===== config.mk =====
export PLATFORM = sky130hd
export DESIGN_NAME = ssw_supervisor
export DESIGN_NICKNAME = d
export VERILOG_FILES = /design/src/verilog/ssw_ms_timer.v /design/src/verilog/ssw_supervisor.v
export VERILOG_INCLUDE_DIRS = /design/src /design/src/verilog
export SDC_FILE = /design/constraint.sdc
export NUM_CORES = 1
export LEC_CHECK = 0
export BUFFER_PORTS_ARGS = -buffer_cell sky130_fd_sc_hd__buf_4
export CORE_MARGIN = 10
export CORE_UTILIZATION = 45
export DETAILED_ROUTE_END_ITERATION = 10
export PLACE_DENSITY = 0.66
export SYNTH_ARGS = -nofsm -noshare
export SYNTH_HDL_FRONTEND = slang
export SYNTH_SLANG_ARGS = --single-unit

===== constraint.sdc =====
create_clock -name clk_in -period 5 [get_ports clk_in]
set_clock_uncertainty 0.1 [all_clocks]
set_input_delay 0.75 -clock clk_in [delete_from_list [all_inputs] [get_ports clk_in]]
set_output_delay 0.75 -clock clk_in [all_outputs]
set_load 0.03 [all_outputs]

===== src/verilog/ssw_defs.vh =====
`ifndef SSW_DEFS_VH
`define SSW_DEFS_VH
`define SSW_CLK_HZ 40000000
`define SSW_TICK_HZ 1000
`define SSW_TICK_DIV (`SSW_CLK_HZ / `SSW_TICK_HZ)
`define SSW_RELEASE_MS 200
`define SSW_WD_MS_00 1400
`define SSW_WD_MS_01 600
`define SSW_WD_MS_10 200
`define SSW_WD_OFF 2'b11
`define SSW_WD_RESET_VAL 2'b11
`define SSW_PROG_SLAVE 8'hA0
`define SSW_PROG_RAISE 8'h01
`define SSW_PROG_CLEAR 8'h03
`define SSW_PROG_DATA 8'h00
`define SSW_THR_W 4
`define SSW_THR_MIN 4'h0
`endif


===== src/verilog/ssw_ms_timer.v =====
`timescale 1ns/1ps
`default_nettype none
// divides the 40 MHz clock to a 1 ms enable pulse
module ssw_ms_timer #(
  parameter integer DIV = 40000
) (
  input wire clk_in,
  input wire reset_in,
  output reg tick_out
);
  reg [31:0] cnt_q;
  always @(posedge clk_in or posedge reset_in) begin
    if (reset_in) begin
      cnt_q <= 32'h0;
      tick_out <= 1'b0;
    end else if (cnt_q == DIV - 1) begin
      cnt_q <= 32'h0;
      tick_out <= 1'b1;
    end else begin
      cnt_q <= cnt_q + 32'h1;
      tick_out <= 1'b0;
    end
  end
endmodule
`default_nettype wire


===== src/verilog/ssw_supervisor.v =====
`timescale 1ns/1ps
`default_nettype none
`include "ssw_defs.vh"
module ssw_supervisor #(
  parameter integer TICK_DIV = `SSW_TICK_DIV,
  parameter integer RELEASE_MS = `SSW_RELEASE_MS,
  parameter integer WD_MS_00 = `SSW_WD_MS_00,
  parameter integer WD_MS_01 = `SSW_WD_MS_01,
  parameter integer WD_MS_10 = `SSW_WD_MS_10
) (
  input wire clk_in,
  input wire reset_in,
  input wire supply_ok_in,
  input wire scl_in,
  input wire sda_in,
  input wire wp_in,
  input wire programming_high_voltage_in,
  input wire period_wr_in,
  input wire watchdog_period_hi_in,
  input wire watchdog_period_lo_in,
  input wire nv_busy_in,
  output reg sys_reset_out,
  output reg bus_enable_out,
  output reg nv_write_allow_out,
  output reg watchdog_period_hi_out,
  output reg watchdog_period_lo_out,
  output reg [`SSW_THR_W-1:0] trip_threshold_out,
  output reg prog_busy_out,
  output reg array_write_block_out
);
  localparam [2:0] S_IDLE = 3'h0;
  localparam [2:0] S_ADDR = 3'h1;
  localparam [2:0] S_BYTE = 3'h2;
  localparam [2:0] S_DATA = 3'h3;
  localparam [2:0] S_OK = 3'h4;
  localparam [2:0] S_SKIP = 3'h5;
  localparam [1:0] WD_RST = `SSW_WD_RESET_VAL;

  function [31:0] wd_limit;
    input [1:0] code;
    begin
      case (code)
        2'b00: wd_limit = WD_MS_00;
        2'b01: wd_limit = WD_MS_01;
        2'b10: wd_limit = WD_MS_10;
        default: wd_limit = 32'h0;
      endcase
    end
  endfunction

  wire tick;
  ssw_ms_timer #(.DIV(TICK_DIV)) u_tick (
    .clk_in(clk_in),
    .reset_in(reset_in),
    .tick_out(tick)
  );

  reg scl_q;
  reg sda_q;
  reg [31:0] rel_q;
  reg [31:0] wd_q;
  reg [2:0] st_q;
  reg [3:0] bit_q;
  reg [7:0] sh_q;
  reg raise_q;
  reg armed_raise_q;
  reg busy_q;
  reg nv_run_q;
  reg [`SSW_THR_W-1:0] thr_q;

  wire start_c = scl_in & scl_q & sda_q & ~sda_in;
  wire stop_c = scl_in & scl_q & ~sda_q & sda_in;
  wire rise_c = scl_in & ~scl_q;
  wire fall_c = ~scl_in & scl_q;
  wire [1:0] wd_code = {watchdog_period_hi_out, watchdog_period_lo_out};
  wire wd_fire = (wd_code != `SSW_WD_OFF) && (wd_q >= wd_limit(wd_code));
  wire [7:0] byte_c = {sh_q[6:0], sda_in};

  // bus line history for start, stop and edge detection
  always @(posedge clk_in or posedge reset_in) begin
    if (reset_in) begin
      scl_q <= 1'b1;
      sda_q <= 1'b1;
      nv_run_q <= 1'b0;
    end else begin
      scl_q <= scl_in;
      sda_q <= sda_in;
      // a write that was already running keeps going through a brownout
      nv_run_q <= nv_busy_in;
    end
  end

  // release delay and watchdog share the one reset output
  always @(posedge clk_in or posedge reset_in) begin
    if (reset_in) begin
      rel_q <= 32'h0;
      wd_q <= 32'h0;
      sys_reset_out <= 1'b1;
    end else if (!supply_ok_in) begin
      rel_q <= 32'h0;
      sys_reset_out <= 1'b1;
    end else if (rel_q < RELEASE_MS) begin
      if (tick) begin
        rel_q <= rel_q + 32'h1;
      end
      sys_reset_out <= 1'b1;
      wd_q <= 32'h0;
    end else if (wd_fire) begin
      // watchdog bite reuses the release delay as the reset pulse width
      rel_q <= 32'h0;
      sys_reset_out <= 1'b1;
      wd_q <= 32'h0;
    end else begin
      sys_reset_out <= 1'b0;
      if (sda_in != sda_q || start_c) begin
        wd_q <= 32'h0;
      end else if (tick) begin
        wd_q <= wd_q + 32'h1;
      end
    end
  end

  always @(posedge clk_in or posedge reset_in) begin
    if (reset_in) begin
      bus_enable_out <= 1'b0;
      nv_write_allow_out <= 1'b0;
    end else begin
      bus_enable_out <= supply_ok_in;
      nv_write_allow_out <= supply_ok_in & ~busy_q;
    end
  end

  // period bits come up as watchdog off and move only on an unlocked request
  always @(posedge clk_in or posedge reset_in) begin
    if (reset_in) begin
      watchdog_period_hi_out <= WD_RST[1];
      watchdog_period_lo_out <= WD_RST[0];
    end else if (period_wr_in && !wp_in && supply_ok_in && !nv_run_q) begin
      watchdog_period_hi_out <= watchdog_period_hi_in;
      watchdog_period_lo_out <= watchdog_period_lo_in;
    end
  end

  // program sequence decoder; a brownout drops any frame half way
  always @(posedge clk_in or posedge reset_in) begin
    if (reset_in) begin
      st_q <= S_IDLE;
      bit_q <= 4'h0;
      sh_q <= 8'h00;
      raise_q <= 1'b0;
      armed_raise_q <= 1'b0;
      busy_q <= 1'b0;
      thr_q <= `SSW_THR_MIN;
    end else begin
      if (!supply_ok_in) begin
        st_q <= S_IDLE;
      end else if (start_c) begin
        st_q <= programming_high_voltage_in ? S_ADDR : S_SKIP;
        bit_q <= 4'h0;
      end else if (stop_c) begin
        if (st_q == S_OK && !busy_q) begin
          busy_q <= 1'b1;
          armed_raise_q <= raise_q;
        end
        st_q <= S_IDLE;
      end else if (rise_c && st_q != S_IDLE && st_q != S_SKIP && st_q != S_OK) begin
        if (bit_q == 4'h8) begin
          bit_q <= 4'h0;
        end else begin
          sh_q <= byte_c;
          bit_q <= bit_q + 4'h1;
          if (bit_q == 4'h7) begin
            case (st_q)
              S_ADDR: st_q <= (byte_c == `SSW_PROG_SLAVE) ? S_BYTE : S_SKIP;
              S_BYTE: begin
                raise_q <= (byte_c == `SSW_PROG_RAISE);
                st_q <= (byte_c == `SSW_PROG_RAISE || byte_c == `SSW_PROG_CLEAR)
                  ? S_DATA : S_SKIP;
              end
              S_DATA: st_q <= (byte_c == `SSW_PROG_DATA) ? S_OK : S_SKIP;
              default: st_q <= S_SKIP;
            endcase
          end
        end
      end
      // high voltage dropping back finishes the programming cycle;
      // the old busy_q is tested, so a stop in the same cycle still wins
      if (busy_q && !programming_high_voltage_in) begin
        busy_q <= 1'b0;
        // stored threshold abstracted as a code; raise bumps it, clear sets minimum
        if (armed_raise_q) begin
          thr_q <= thr_q + {{(`SSW_THR_W-1){1'b0}}, 1'b1};
        end else begin
          thr_q <= `SSW_THR_MIN;
        end
      end
    end
  end

  // registered copies so every output leaves straight from a flip-flop
  always @(posedge clk_in or posedge reset_in) begin
    if (reset_in) begin
      trip_threshold_out <= `SSW_THR_MIN;
      prog_busy_out <= 1'b0;
      array_write_block_out <= 1'b0;
    end else begin
      trip_threshold_out <= thr_q;
      prog_busy_out <= busy_q;
      array_write_block_out <= busy_q;
    end
  end
endmodule
`default_nettype wire


; ---- Word level (Yosys, flattened, before mapping)
; Index checks and enable logic that the tools add are counted.
[word_totals]
output_inout_bits = 11
latchBits = 0
mem_bits_ro = 0
word_cells = 131
ramBits = 0
mem_count = 0
ff_bits = 131
[op_classes]
mul = 0
n_shift = 0
div = 0
n_mux = 35
n_addsub = 5
magnitude_cmp = 2
n_reduce_logical = 31
n_eq_ne = 23
bitwise_logic = 14
[op_table]
columns = operator, n
row1 = 32-bit 2-to-1 mux, 9
row2 = 32-bit by 1-bit adder with 32-bit output (second input constant), 3
row3 = 11-bit one-hot mux with 3 select lines, 1
row4 = 32-bit by 16-bit equality test with 1-bit output (second input constant), 1
row5 = 32-bit greater-or-equal comparator, 1
row6 = 32-bit by 8-bit less-than comparator with 1-bit output (second input constant), 1
row7 = 3-bit 2-to-1 mux, 9
row8 = 4-bit 2-to-1 mux, 5
row9 = 1-bit 2-to-1 mux, 10
row10 = 1-bit logical AND, 9
row11 = 3-bit one-hot mux with 3 select lines, 1
row12 = 4-bit by 1-bit adder with 4-bit output (second input constant), 2
row13 = 8-bit by 1-bit equality test with 1-bit output (second input constant), 1
row14 = 8-bit by 2-bit equality test with 1-bit output (second input constant), 1
row15 = 8-bit equality test (second input constant), 1
row16 = 8-bit logical NOT, 1
row17 = 4-bit by 1-bit inequality test with 1-bit output (second input constant), 2
row18 = 4-bit AND reduction, 2
row19 = 2-bit nonzero test, 4
row20 = 1-bit bitwise AND, 7
row21 = 1-bit inverter, 7
row22 = 7-bit AND reduction, 1
row23 = 3-bit by 2-bit equality test with 1-bit output (second input constant), 2
row24 = 3-bit inequality test (second input constant), 2
row25 = other kinds (20), 27

; ---- Longest topological paths before layout
; Gate-level depths: netlist (run 1).
[depth]
depth_word = 10
mapped_depth = 12
mapped_depth_nobuf = 9

; ---- Hierarchy
; From an unflattened synthesis (run 1), not the netlist that was laid out.
[hier_totals]
hier_cells = 643
hier_area_um2 = 6570.1
[modules_own_cells]
columns = module, n_inst, area_each_um2, cells_each
row1 = ssw_supervisor, 1, 4986.0, 496
row2 = ssw_ms_timer, 1, 1584.0, 147

; ---- Worst setup path after synthesis (run 1)
; OpenSTA, ideal clock, no wires.
[synth_path]
kind = reg-to-reg
startpoint = register watchdog_period_hi_out
endpoint = register rel_q[22]
required_time_ns = 4.827
path_stages_with_launch = 11
n_path_buf = 3
period_less_slack_ns = 2.860
t_arrival_ns = 2.688
setup_slack_ns = 2.140
setup_time_ns = 0.073
path_cell_list = dfstp_2 or2_2 ha_1 a2111oi_4 a31oi_2 or4_1 clkbuf_1 and2_1 buf_6 buf_6 nor2_1
[synth_between]
elab_chain_len = 6
[synth_rtl]
columns = item, line
row1 = "start, declared", ssw_supervisor.v:25  ; output reg watchdog_period_hi_out,
row2 = "start signal, assigned", ssw_supervisor.v:136  ; watchdog_period_hi_out <= WD_RST[1];
row3 = "start signal, assigned", ssw_supervisor.v:139  ; watchdog_period_hi_out <= watchdog_period_hi_in;
row4 = "2-bit equality test, or another cell as far along", ssw_supervisor.v:42  ; case (code)
row5 = 11-bit one-hot mux with 3 select lines, ssw_supervisor.v:42
row6 = 32-bit greater-or-equal comparator, ssw_supervisor.v:76  ; wire wd_fire = (wd_code != `SSW_WD_OFF) && (wd_q >= wd_limit(wd_code));
row7 = 1-bit logical AND (*), ssw_supervisor.v:76
row8 = 3-bit by 1-bit inequality test with 1-bit output (no line) (*), -
row9 = 2-bit AND reduction (no line) (*), -
row10 = "end signal, assigned", ssw_supervisor.v:104  ; rel_q <= rel_q + 32'h1;
row11 = "end, declared", ssw_supervisor.v:60  ; reg [31:0] rel_q;
; Every way passes the cells marked *; elsewhere a longest branch is shown, timed or not.
; A chain may end at the register's enable or synchronous reset.

; ---- Worst setup path in the final report (run 1)
[layout_path]
startpoint = register watchdog_period_hi_out
endpoint = register rel_q[27]
; Same word-level chain as after synthesis.

==> impl_metrics.ini, run 1 <==
[grt]
grt_overflow = 0
grt_pass1_wl_um = 23810
track_usage_pct = 14.47
antenna_found_initial = 0
first_global_vias = 4935
grt_max_degree = 65

[power]
pwr-share-comb_pct = 4.5
irDropWorstVdd_v = 0.0003443
seq_power_share_pct = 41.4
intPower_w = 0.002065
sw_frac_of_total_pct = 21.50
power.density_nw_per_um2 = 353.2
total_leakage_power_nw = 3.352
switching_power_w = 0.0005655
clkPwrFrac_pct = 54.1

[clock_network]
insertion_delay_ns = 0.43
post_cts_buffers = 0
cts-htree-levels = 4
hold_buffers = 0
cts_inserted_buffers = 17
cts.sinks = 131
ctsLongestPathBuffers = 2
clk_pin_slew_ns = 0.06
cts-resized-gates = 0
cts-root-buf = clkbuf_16
cts_tree = done

[yosys]
ys.flop_type = dfrtp_1
ys_warn_count = 0
ys_ff_latch = 131
synth_edf_count = 0
syn_area_um2 = 6464
yosysSeqAreaShare_pct = 50.81
syn-num-nets = 670
postSynthCellCount = 644
async_flop_share_pct = 100.0
synth.avg_cell_area_um2 = 10.04
synth.distinct_cells = 52

[floorplanning]
die_w_um = 139.9
chipHeight_um = 139.9
initial_utilization_pct = 46.21
num_rows = 43
dieArea_um2 = 19560
io_pins = 22
coreArea_um2 = 13990

[status]
status = completed

[timing]
worst_slew_pin_slew_ns = 1.311
slew_violations = 0
layout_min_cycle_time_ns = 3.635
holdWs_ns = 0.1894
grt_setup_unrepaired = false
hold_violations = 0
setup_violations = 0
fin_setup_tns_ns = 0
max_freq_mhz = 275.1
fin_crit_sh_pct = 72.71
slew_headroom_pct = 12.31

[routing]
wl_per_cell_um = 16.02
drt_iter0_drc = 283
vias = 5059
viasPerCell = 5.896
wirelength_um = 13740
first_pass_iters = 8
ant_nets = 0
drc = 0

[worst_setup_path]
crit_type = reg2reg
crit_fanout = 31
crit_path_end_kind = flip-flop
cp-start-kind = flip-flop
crit_required_ns = 5.25
critical_path_arrival_ns = 3.88

[layout]
nFillCells = 1264
most-common-layout-cells = dfrtp_1, nor2_1, nand2_1, a21oi_1, and3_1
syn2layout_area_growth_pct = 15.21
antenna_cells = 0
layout.nets = 691
drive_above_1_share_pct = 12.68
final_common_cell = dfrtp_1

[place]
gp_congestion = 0.8433
hpwl_um = 9073
portBuffers = 21

[job]
maxCapViolations = 0

[hold_path]
hold_path_class = in2async
metal layers:
metal / track usage [%] / routed length, µm
met1: 18.39 / 6402
met2: 22.27 / 6581
met3: 4.355 / 540
met4: 6.250 / 220
met5: 0 / 0
final timing paths:
kind	from	slack, ns	cells after the start	endpoint
worst max-delay path	watchdog_period_hi_out$_DFFE_PP1P_	1.36	7	rel_q[27]$_DFFE_PP0P_
worst min-delay path	reset_in	0.19	2	u_tick.cnt_q[27]$_DFF_PP0_
worst max register to register	watchdog_period_hi_out$_DFFE_PP1P_	1.36	7	rel_q[27]$_DFFE_PP0P_
worst min register to register	thr_q[3]$_DFFE_PP0P_	0.32	0	trip_threshold_out[3]$_DFF_PP0_
max in group asynchronous	reset_in	3.49	3	rel_q[30]$_DFFE_PP0P_
min in group clk_in	thr_q[3]$_DFFE_PP0P_	0.32	0	trip_threshold_out[3]$_DFF_PP0_
layout make-up:
cell class / count / area (µm²) / area share [%]
clock buffers: 19 / 442.9 / 5.948
clock inverters: 13 / 229.0 / 3.075
inverters: 15 / 58.81 / 0.7897
multi-input cells: 473 / 3004 / 40.34
flip-flops and latches: 131 / 3284 / 44.10
well taps: 180 / 225.2 / 3.024
repair buffers: 27 / 202.7 / 2.722
metrics by stage:
step / utilization [%] / total power, W / setup slack [ns] / area [µm²] / cells
3_5_place_dp: 48.43 / 0.001229 / 1.388 / 6775 / 826
3_3_place_gp: 48.43 / 0.001223 / 1.482 / 6775 / 826
2_1_floorplan: - / 0.001192 / 0.6606 / 6464 / 644
4_1_cts: 53.24 / 0.002657 / 1.377 / 7447 / 858
5_1_grt: 53.24 / 0.002721 / 1.144 / 7447 / 858
6_report: 53.24 / 0.002630 / 1.365 / 7447 / 858
cells by family after synthesis:
| group | after synthesis | share of synthesized area, % |
|---|---|---|
| flip-flops | 131 | 50.81 |
| AND/OR/NAND/NOR | 284 | 24.02 |
| multiplexers | 13 | 2.226 |
| AO/OA/AOI/OAI | 131 | 13.16 |
| XOR/XNOR | 30 | 4.065 |
| adder cells (fa/ha/maj) | 15 | 2.904 |
| buffers and inverters | 40 | 2.806 |
power groups by stage:
stage                     Clock (W)  Combinational [W]  Sequential, W
after floorplan                   0          0.0000793        0.00111
after global placement            0           0.000118        0.00111
after detailed placement          0           0.000122        0.00111
after CTS                   0.00145           0.000122        0.00109
after global routing        0.00150           0.000136        0.00109
final                       0.00142           0.000120        0.00109
worst max-delay path, cell delays in order (launching register included):
cell and delay, ns:
dfstp_2 0.39, or2_2 0.33, ha_1 0.35, a2111oi_4 0.37, a31oi_2 0.20, or4_1 0.98
and2_1 0.61, nor2_1 0.22
registers in the layout (all words and copies together), names as in the netlist:
register / count
st_q: 3
thr_q: 4
bit_q: 4
rel_q: 32
u_tick.tick_out: 1
sda_q: 1
scl_q: 1
watchdog_period_lo_out: 1
bus_enable_out: 1
armed_raise_q: 1
trip_threshold_out: 4
nv_write_allow_out: 1
sh_q: 7
array_write_block_out: 1
nv_run_q: 1
sys_reset_out: 1
u_tick.cnt_q: 32
watchdog_period_hi_out: 1
wd_q: 32
busy_q: 1
raise_q: 1
synthesized netlist by cell type, drive strengths merged (14+ instances only):
master  instances  area share, %
nand4          20            1.9
a21oi          41            3.2
a31oi          18            1.8
ha             15            2.9
dfrtp         126             49
nand2          43            2.5
nor4           20            2.0
and3           34            3.3
nand3          31            2.4
or4            15            1.8
o21ai          30            2.3
or3            19            1.8
nor2           53            3.1
inv            14           0.81
xnor2          19            2.6
clkbuf         18            1.0
No activity file was read; power rests on OpenSTA's default activity.
==> run 2: changes to the inputs <==
==> constraint.sdc (replaced) <==
create_clock -name clk_in -period 3.35 [get_ports clk_in]
set_clock_uncertainty 0.1 [all_clocks]
set_input_delay 0.5025 -clock clk_in [delete_from_list [all_inputs] [get_ports clk_in]]
set_output_delay 0.5025 -clock clk_in [all_outputs]
set_load 0.03 [all_outputs]
==> run 2 against run 1 <==
Against the previous run: global-route usage shrank 0.14 points; combinational power increased by 53%; hold slack got worse by 0.096 ns; die area is the same; non-clock buffer count is 4 higher; sequential power increased by 49%; routed wire length shrank 1.1%; first-iteration DRC count grew 23%; maximum frequency is 17% higher; critical path type unchanged.
==> impl_metrics.ini, run 2 (synthesized netlist as in run 1, its figures left out) <==
[power]
switching_power_w = 0.0008516
total_power_w = 0.003696
sw_frac_of_total_pct = 23.04
intPower_w = 0.002845
clkPwrFrac_pct = 51.1
pwr-share-comb_pct = 4.9
seq_power_share_pct = 43.9
total_leakage_power_nw = 3.334
power.density_nw_per_um2 = 497.7
irDropWorstVdd_v = 0.0003710

[layout]
antenna_cells = 0
biggestRegsByFlops = rel_q (32), u_tick.cnt_q (32), wd_q (32)
drive_above_1_share_pct = 13.49
most-common-layout-cells = dfrtp_1, nor2_1, nand2_1, a21oi_1, and3_1
layout.nets = 695
final_common_cell = dfrtp_1
syn2layout_area_growth_pct = 14.89

[clock_network]
ctsLongestPathBuffers = 2
clk_pin_slew_ns = 0.06
insertion_delay_ns = 0.42
cts-htree-levels = 4
hold_buffers = 0
cts_tree = done
cts-root-buf = clkbuf_16
cts_inserted_buffers = 17
cts.sinks = 131

[timing]
slew_headroom_pct = 51.29
holdWs_ns = 0.09376
max_freq_mhz = 321.1
layout_min_cycle_time_ns = 3.114
grt_setup_unrepaired = false
fin_crit_sh_pct = 92.97
hold_violations = 0
setup_violations = 0
fin_ws_ns = 0.2356
fin_setup_tns_ns = 0
slew_violations = 0
worst_slew_pin_slew_ns = 0.7250

[worst_setup_path]
crit_path_end_kind = flip-flop
crit_type = reg2reg
crit_fanout = 25
crit_buf_inv = 0
reg2reg_depth = 7
crit_required_ns = 3.59
crit_chain = or2_2, ha_1, a2111oi_4, a31oi_2, or4_1, and2_2, nor2_1
critical_path_arrival_ns = 3.35
r2r-start = watchdog_period_hi_out$_DFFE_PP1P_
cp-start-kind = flip-flop
slowest_delay_ns = 0.69
crit_start = watchdog_period_hi_out$_DFFE_PP1P_
slowest_stage = or4_1
cp_top_family = simple AND/OR/NAND/NOR gates
worst-path-stages = 7

[routing]
viasPerCell = 5.838
first_pass_iters = 5
wirelength_um = 13590
vias = 5032
wl_per_cell_um = 15.76
drc = 0
drt_iter0_drc = 349
ant_nets = 0

[grt]
grt_max_degree = 132
antenna_found_initial = 0
first_global_vias = 4879
grt_pass1_wl_um = 23710
track_usage_pct = 14.33
grt_overflow = 0

[floorplanning]
dieArea_um2 = 19560
initial_utilization_pct = 46.21
chipHeight_um = 139.9
num_rows = 43
die_w_um = 139.9
coreArea_um2 = 13990
io_pins = 22

[status]
status = completed

[place]
portBuffers = 21
hpwl_um = 9052
gp_congestion = 0.8189
place_ws_ns = 0.05655

[hold_path]
hp-start = nv_busy_in
hold_depth = 1
hold_path_class = in2reg

[job]
maxCapViolations = 0
[run 2: timing repair]
item                                   in CTS  in global routing
buffers inserted                            0                  0
setup endpoints to repair                   0                 24
gates resized for setup                     0                  1
endpoints found under the hold margin       0                  0
[run 2: layout make-up]
| class | count | area [µm²] |
|---|---|---|
| clock buffers | 17 | 425.4 |
| clock inverters | 15 | 180.2 |
| flip-flops and latches | 131 | 3284 |
| inverters | 15 | 60.06 |
| fillers | 1219 | 6563 |
| repair buffers | 31 | 245.2 |
| multi-input cells | 473 | 3005 |
| well taps | 180 | 225.2 |
[run 2: layer usage]
layer | global-route usage [%] | up-vias | part of all wire, %
li1 | - | 2437 | -
met1 | 18.20 | 2500 | 48
met2 | 22.64 | 80 | 48
met3 | 3.164 | 15 | 2.9
met4 | 6.739 | 0 | 1.5
met5 | 0 | - | 0
[run 2: through the flow]
| step | instance area [µm²] | instances | utilization [%] |
|---|---|---|---|
| final | 7426 | 862 | 53.09 |
| after global routing | 7426 | 862 | 53.09 |
| after floorplan | 6467 | 644 | - |
| after global placement | 6819 | 830 | 48.75 |
| after CTS | 7425 | 862 | 53.08 |
| after detailed placement | 6819 | 830 | 48.75 |
[run 2: worst reg2reg max path, stage by stage, from the launching register on]
cell       delay, ns
dfstp_2         0.39
or2_2           0.33
ha_1            0.35
a2111oi_4       0.37
a31oi_2         0.21
or4_1           0.69
and2_2          0.41
nor2_1          0.19
[run 2: final timing paths]
check	end	slack, ns
max	rel_q[16]$_DFFE_PP0P_	0.24
min	nv_run_q$_DFF_PP0_	0.09
max reg2reg	rel_q[16]$_DFFE_PP0P_	0.24
min reg2reg	trip_threshold_out[3]$_DFF_PP0_	0.31
max in group asynchronous	wd_q[4]$_DFFE_PP0P_	2.46
min in group asynchronous	u_tick.cnt_q[18]$_DFF_PP0_	0.18
[run 2: power by group through the flow]
stage	Sequential, W	Clock, W	Combinational [W]
4_1_cts	0.00162	0.00193	0.000186
3_3_place_gp	0.00165	0	0.000180
6_report	0.00162	0.00189	0.000183
2_1_floorplan	0.00166	0	0.000119
5_1_grt	0.00163	0.00200	0.000206
3_5_place_dp	0.00165	0	0.000186
==> run 3: changes to the inputs <==
--- a/config.mk
+++ b/config.mk
@@ -7,6 +7,7 @@
 export NUM_CORES = 1
 export LEC_CHECK = 0
 export BUFFER_PORTS_ARGS = -buffer_cell sky130_fd_sc_hd__buf_4
+export CORE_ASPECT_RATIO = 0.6
 export CORE_MARGIN = 10
 export CORE_UTILIZATION = 45
 export DETAILED_ROUTE_END_ITERATION = 10
==> run 3 against run 2 <==
Against the previous run: sequential share of layout area about the same; die area increased by 0.80%; clock power decreased by 7%; utilization increased by 0.49 points; maximum frequency increased by 1.7%; critical path depth unchanged; global-route usage increased by 0.38 points; cell area increased by 0.10%; routed wire length increased by 5.3%; highest routed layer unchanged; first-iteration DRC count increased by 19%; non-clock buffer count increased by 3; register-to-register slack improved by 0.05 ns; largest power group unchanged.
==> impl_metrics.ini, run 3 (synthesized netlist as in run 1, its figures left out) <==
[status]
status = completed

[worst_setup_path]
cp-start-kind = flip-flop
crit_type = reg2reg
critical_path_arrival_ns = 3.28
crit_path_end_kind = flip-flop
crit_required_ns = 3.57
crit_fanout = 25
reg2reg_depth = 7

[layout]
post-route-util_pct = 53.58
layout.nets = 698
antenna_cells = 0
biggestRegsByFlops = rel_q (32), u_tick.cnt_q (32), wd_q (32)
syn2layout_area_growth_pct = 15.00
final_common_cell = dfrtp_1
most-common-layout-cells = dfrtp_1, nor2_1, nand2_1, a21oi_1, and3_1
nFillCells = 1220
drive_above_1_share_pct = 13.43
fin_area_um2 = 7433
finalNonFillerCells = 877

[routing]
drt_iter0_drc = 414
drc = 0
first_pass_iters = 5
ant_nets = 0
vias = 5053
wl_per_cell_um = 16.31
wirelength_um = 14300
viasPerCell = 5.762

[grt]
grt_util_met3_pct = 4.050
grt_max_degree = 69
grt_overflow = 0
track_usage_pct = 14.71
met2_usage_pct = 20.99
globalRoute.busiestLayer = met1
antenna_found_initial = 0
grt_pass1_wl_um = 24320
use_met1_pct = 21.33
first_global_vias = 4829

[floorplanning]
io_pins = 22
die_w_um = 174.7
num_rows = 33
chipHeight_um = 112.8
coreArea_um2 = 13870
initial_utilization_pct = 46.59
dieArea_um2 = 19720

[clock_network]
cts.sinks = 131
cts-root-buf = clkbuf_16
hold_buffers = 0
cts_inserted_buffers = 17
insertion_delay_ns = 0.41
clk_pin_slew_ns = 0.06
cts-resized-gates = 0
post_cts_buffers = 0
cts-htree-levels = 4
ctsLongestPathBuffers = 2
cts_tree = done

[timing]
slew_violations = 0
grt_setup_unrepaired = false
max_freq_mhz = 326.6
worst_slew_pin_slew_ns = 0.8282
layout_min_cycle_time_ns = 3.062
hold_violations = 0
slew_headroom_pct = 44.36
setup_violations = 0
fin_crit_sh_pct = 91.39
fin_setup_tns_ns = 0

[place]
hpwl_um = 9756
portBuffers = 21
placed_area_um2 = 6869
dpl.cell_count = 845
gp_congestion = 0.8539

[hold_path]
hold_path_class = in2async

[power]
power.density_nw_per_um2 = 481.2
total_power_w = 0.003577
irDropWorstVdd_v = 0.0002084
total_leakage_power_nw = 3.337

[job]
maxCapViolations = 0
==> run 3: through the flow <==
stage	setup WS [ns]	hold slack (ns)
floorplan	0.4895	0.2738
global placement	0.4196	0.2967
detailed placement	0.2813	0.2988
CTS	0.2820	0.04091
global route	0.1335	0.04543
finish	0.2883	0.02764
==> run 3: report_power, final <==
group          switching (W)  internal (W)  leakage, nW
logic               0.000124     0.0000679         1.27
registers          0.0000206       0.00160         1.79
clock network       0.000696       0.00106        0.274
==> run 3: metal layers <==
| metal | up-vias | part of all wire, % |
|---|---|---|
| met3 | 12 | 4.4 |
| met5 | - | 0 |
| met4 | 0 | 1.0 |
| met1 | 2467 | 51 |
| li1 | 2446 | - |
| met2 | 128 | 44 |
==> run 3: cell type report <==
type | count | area, µm² | area share (%)
tap | 192 | 240.2 | 3.232
clock inverter | 11 | 103.9 | 1.397
sequential | 131 | 3284 | 44.18
inverter | 15 | 60.06 | 0.8079
timing repair buffer | 34 | 280.3 | 3.770
multi-input combinational | 473 | 3004 | 40.41
clock buffer | 21 | 460.4 | 6.194
==> run 3: worst max-delay path, cell delays in order, from the launching register on <==
cell and delay, ns:
dfstp_2 0.40, or2_2 0.34, ha_1 0.35, a2111oi_4 0.37, a31oi_2 0.21, or4_1 0.52
and2_1 0.43, nor2_1 0.25
==> run 3: final timing paths <==
| path | start | slack [ns] | end |
|---|---|---|---|
| max reg2reg | watchdog_period_hi_out$_DFFE_PP1P_ | 0.29 | rel_q[30]$_DFFE_PP0P_ |
| min | reset_in | 0.03 | wd_q[31]$_DFFE_PP0P_ |
| max in group asynchronous | reset_in | 2.39 | sys_reset_out$_DFF_PP1_ |
| max | watchdog_period_hi_out$_DFFE_PP1P_ | 0.29 | rel_q[30]$_DFFE_PP0P_ |
| min reg2reg | thr_q[3]$_DFFE_PP0P_ | 0.31 | trip_threshold_out[3]$_DFF_PP0_ |
| min in group clk_in | nv_busy_in | 0.10 | nv_run_q$_DFF_PP0_ |
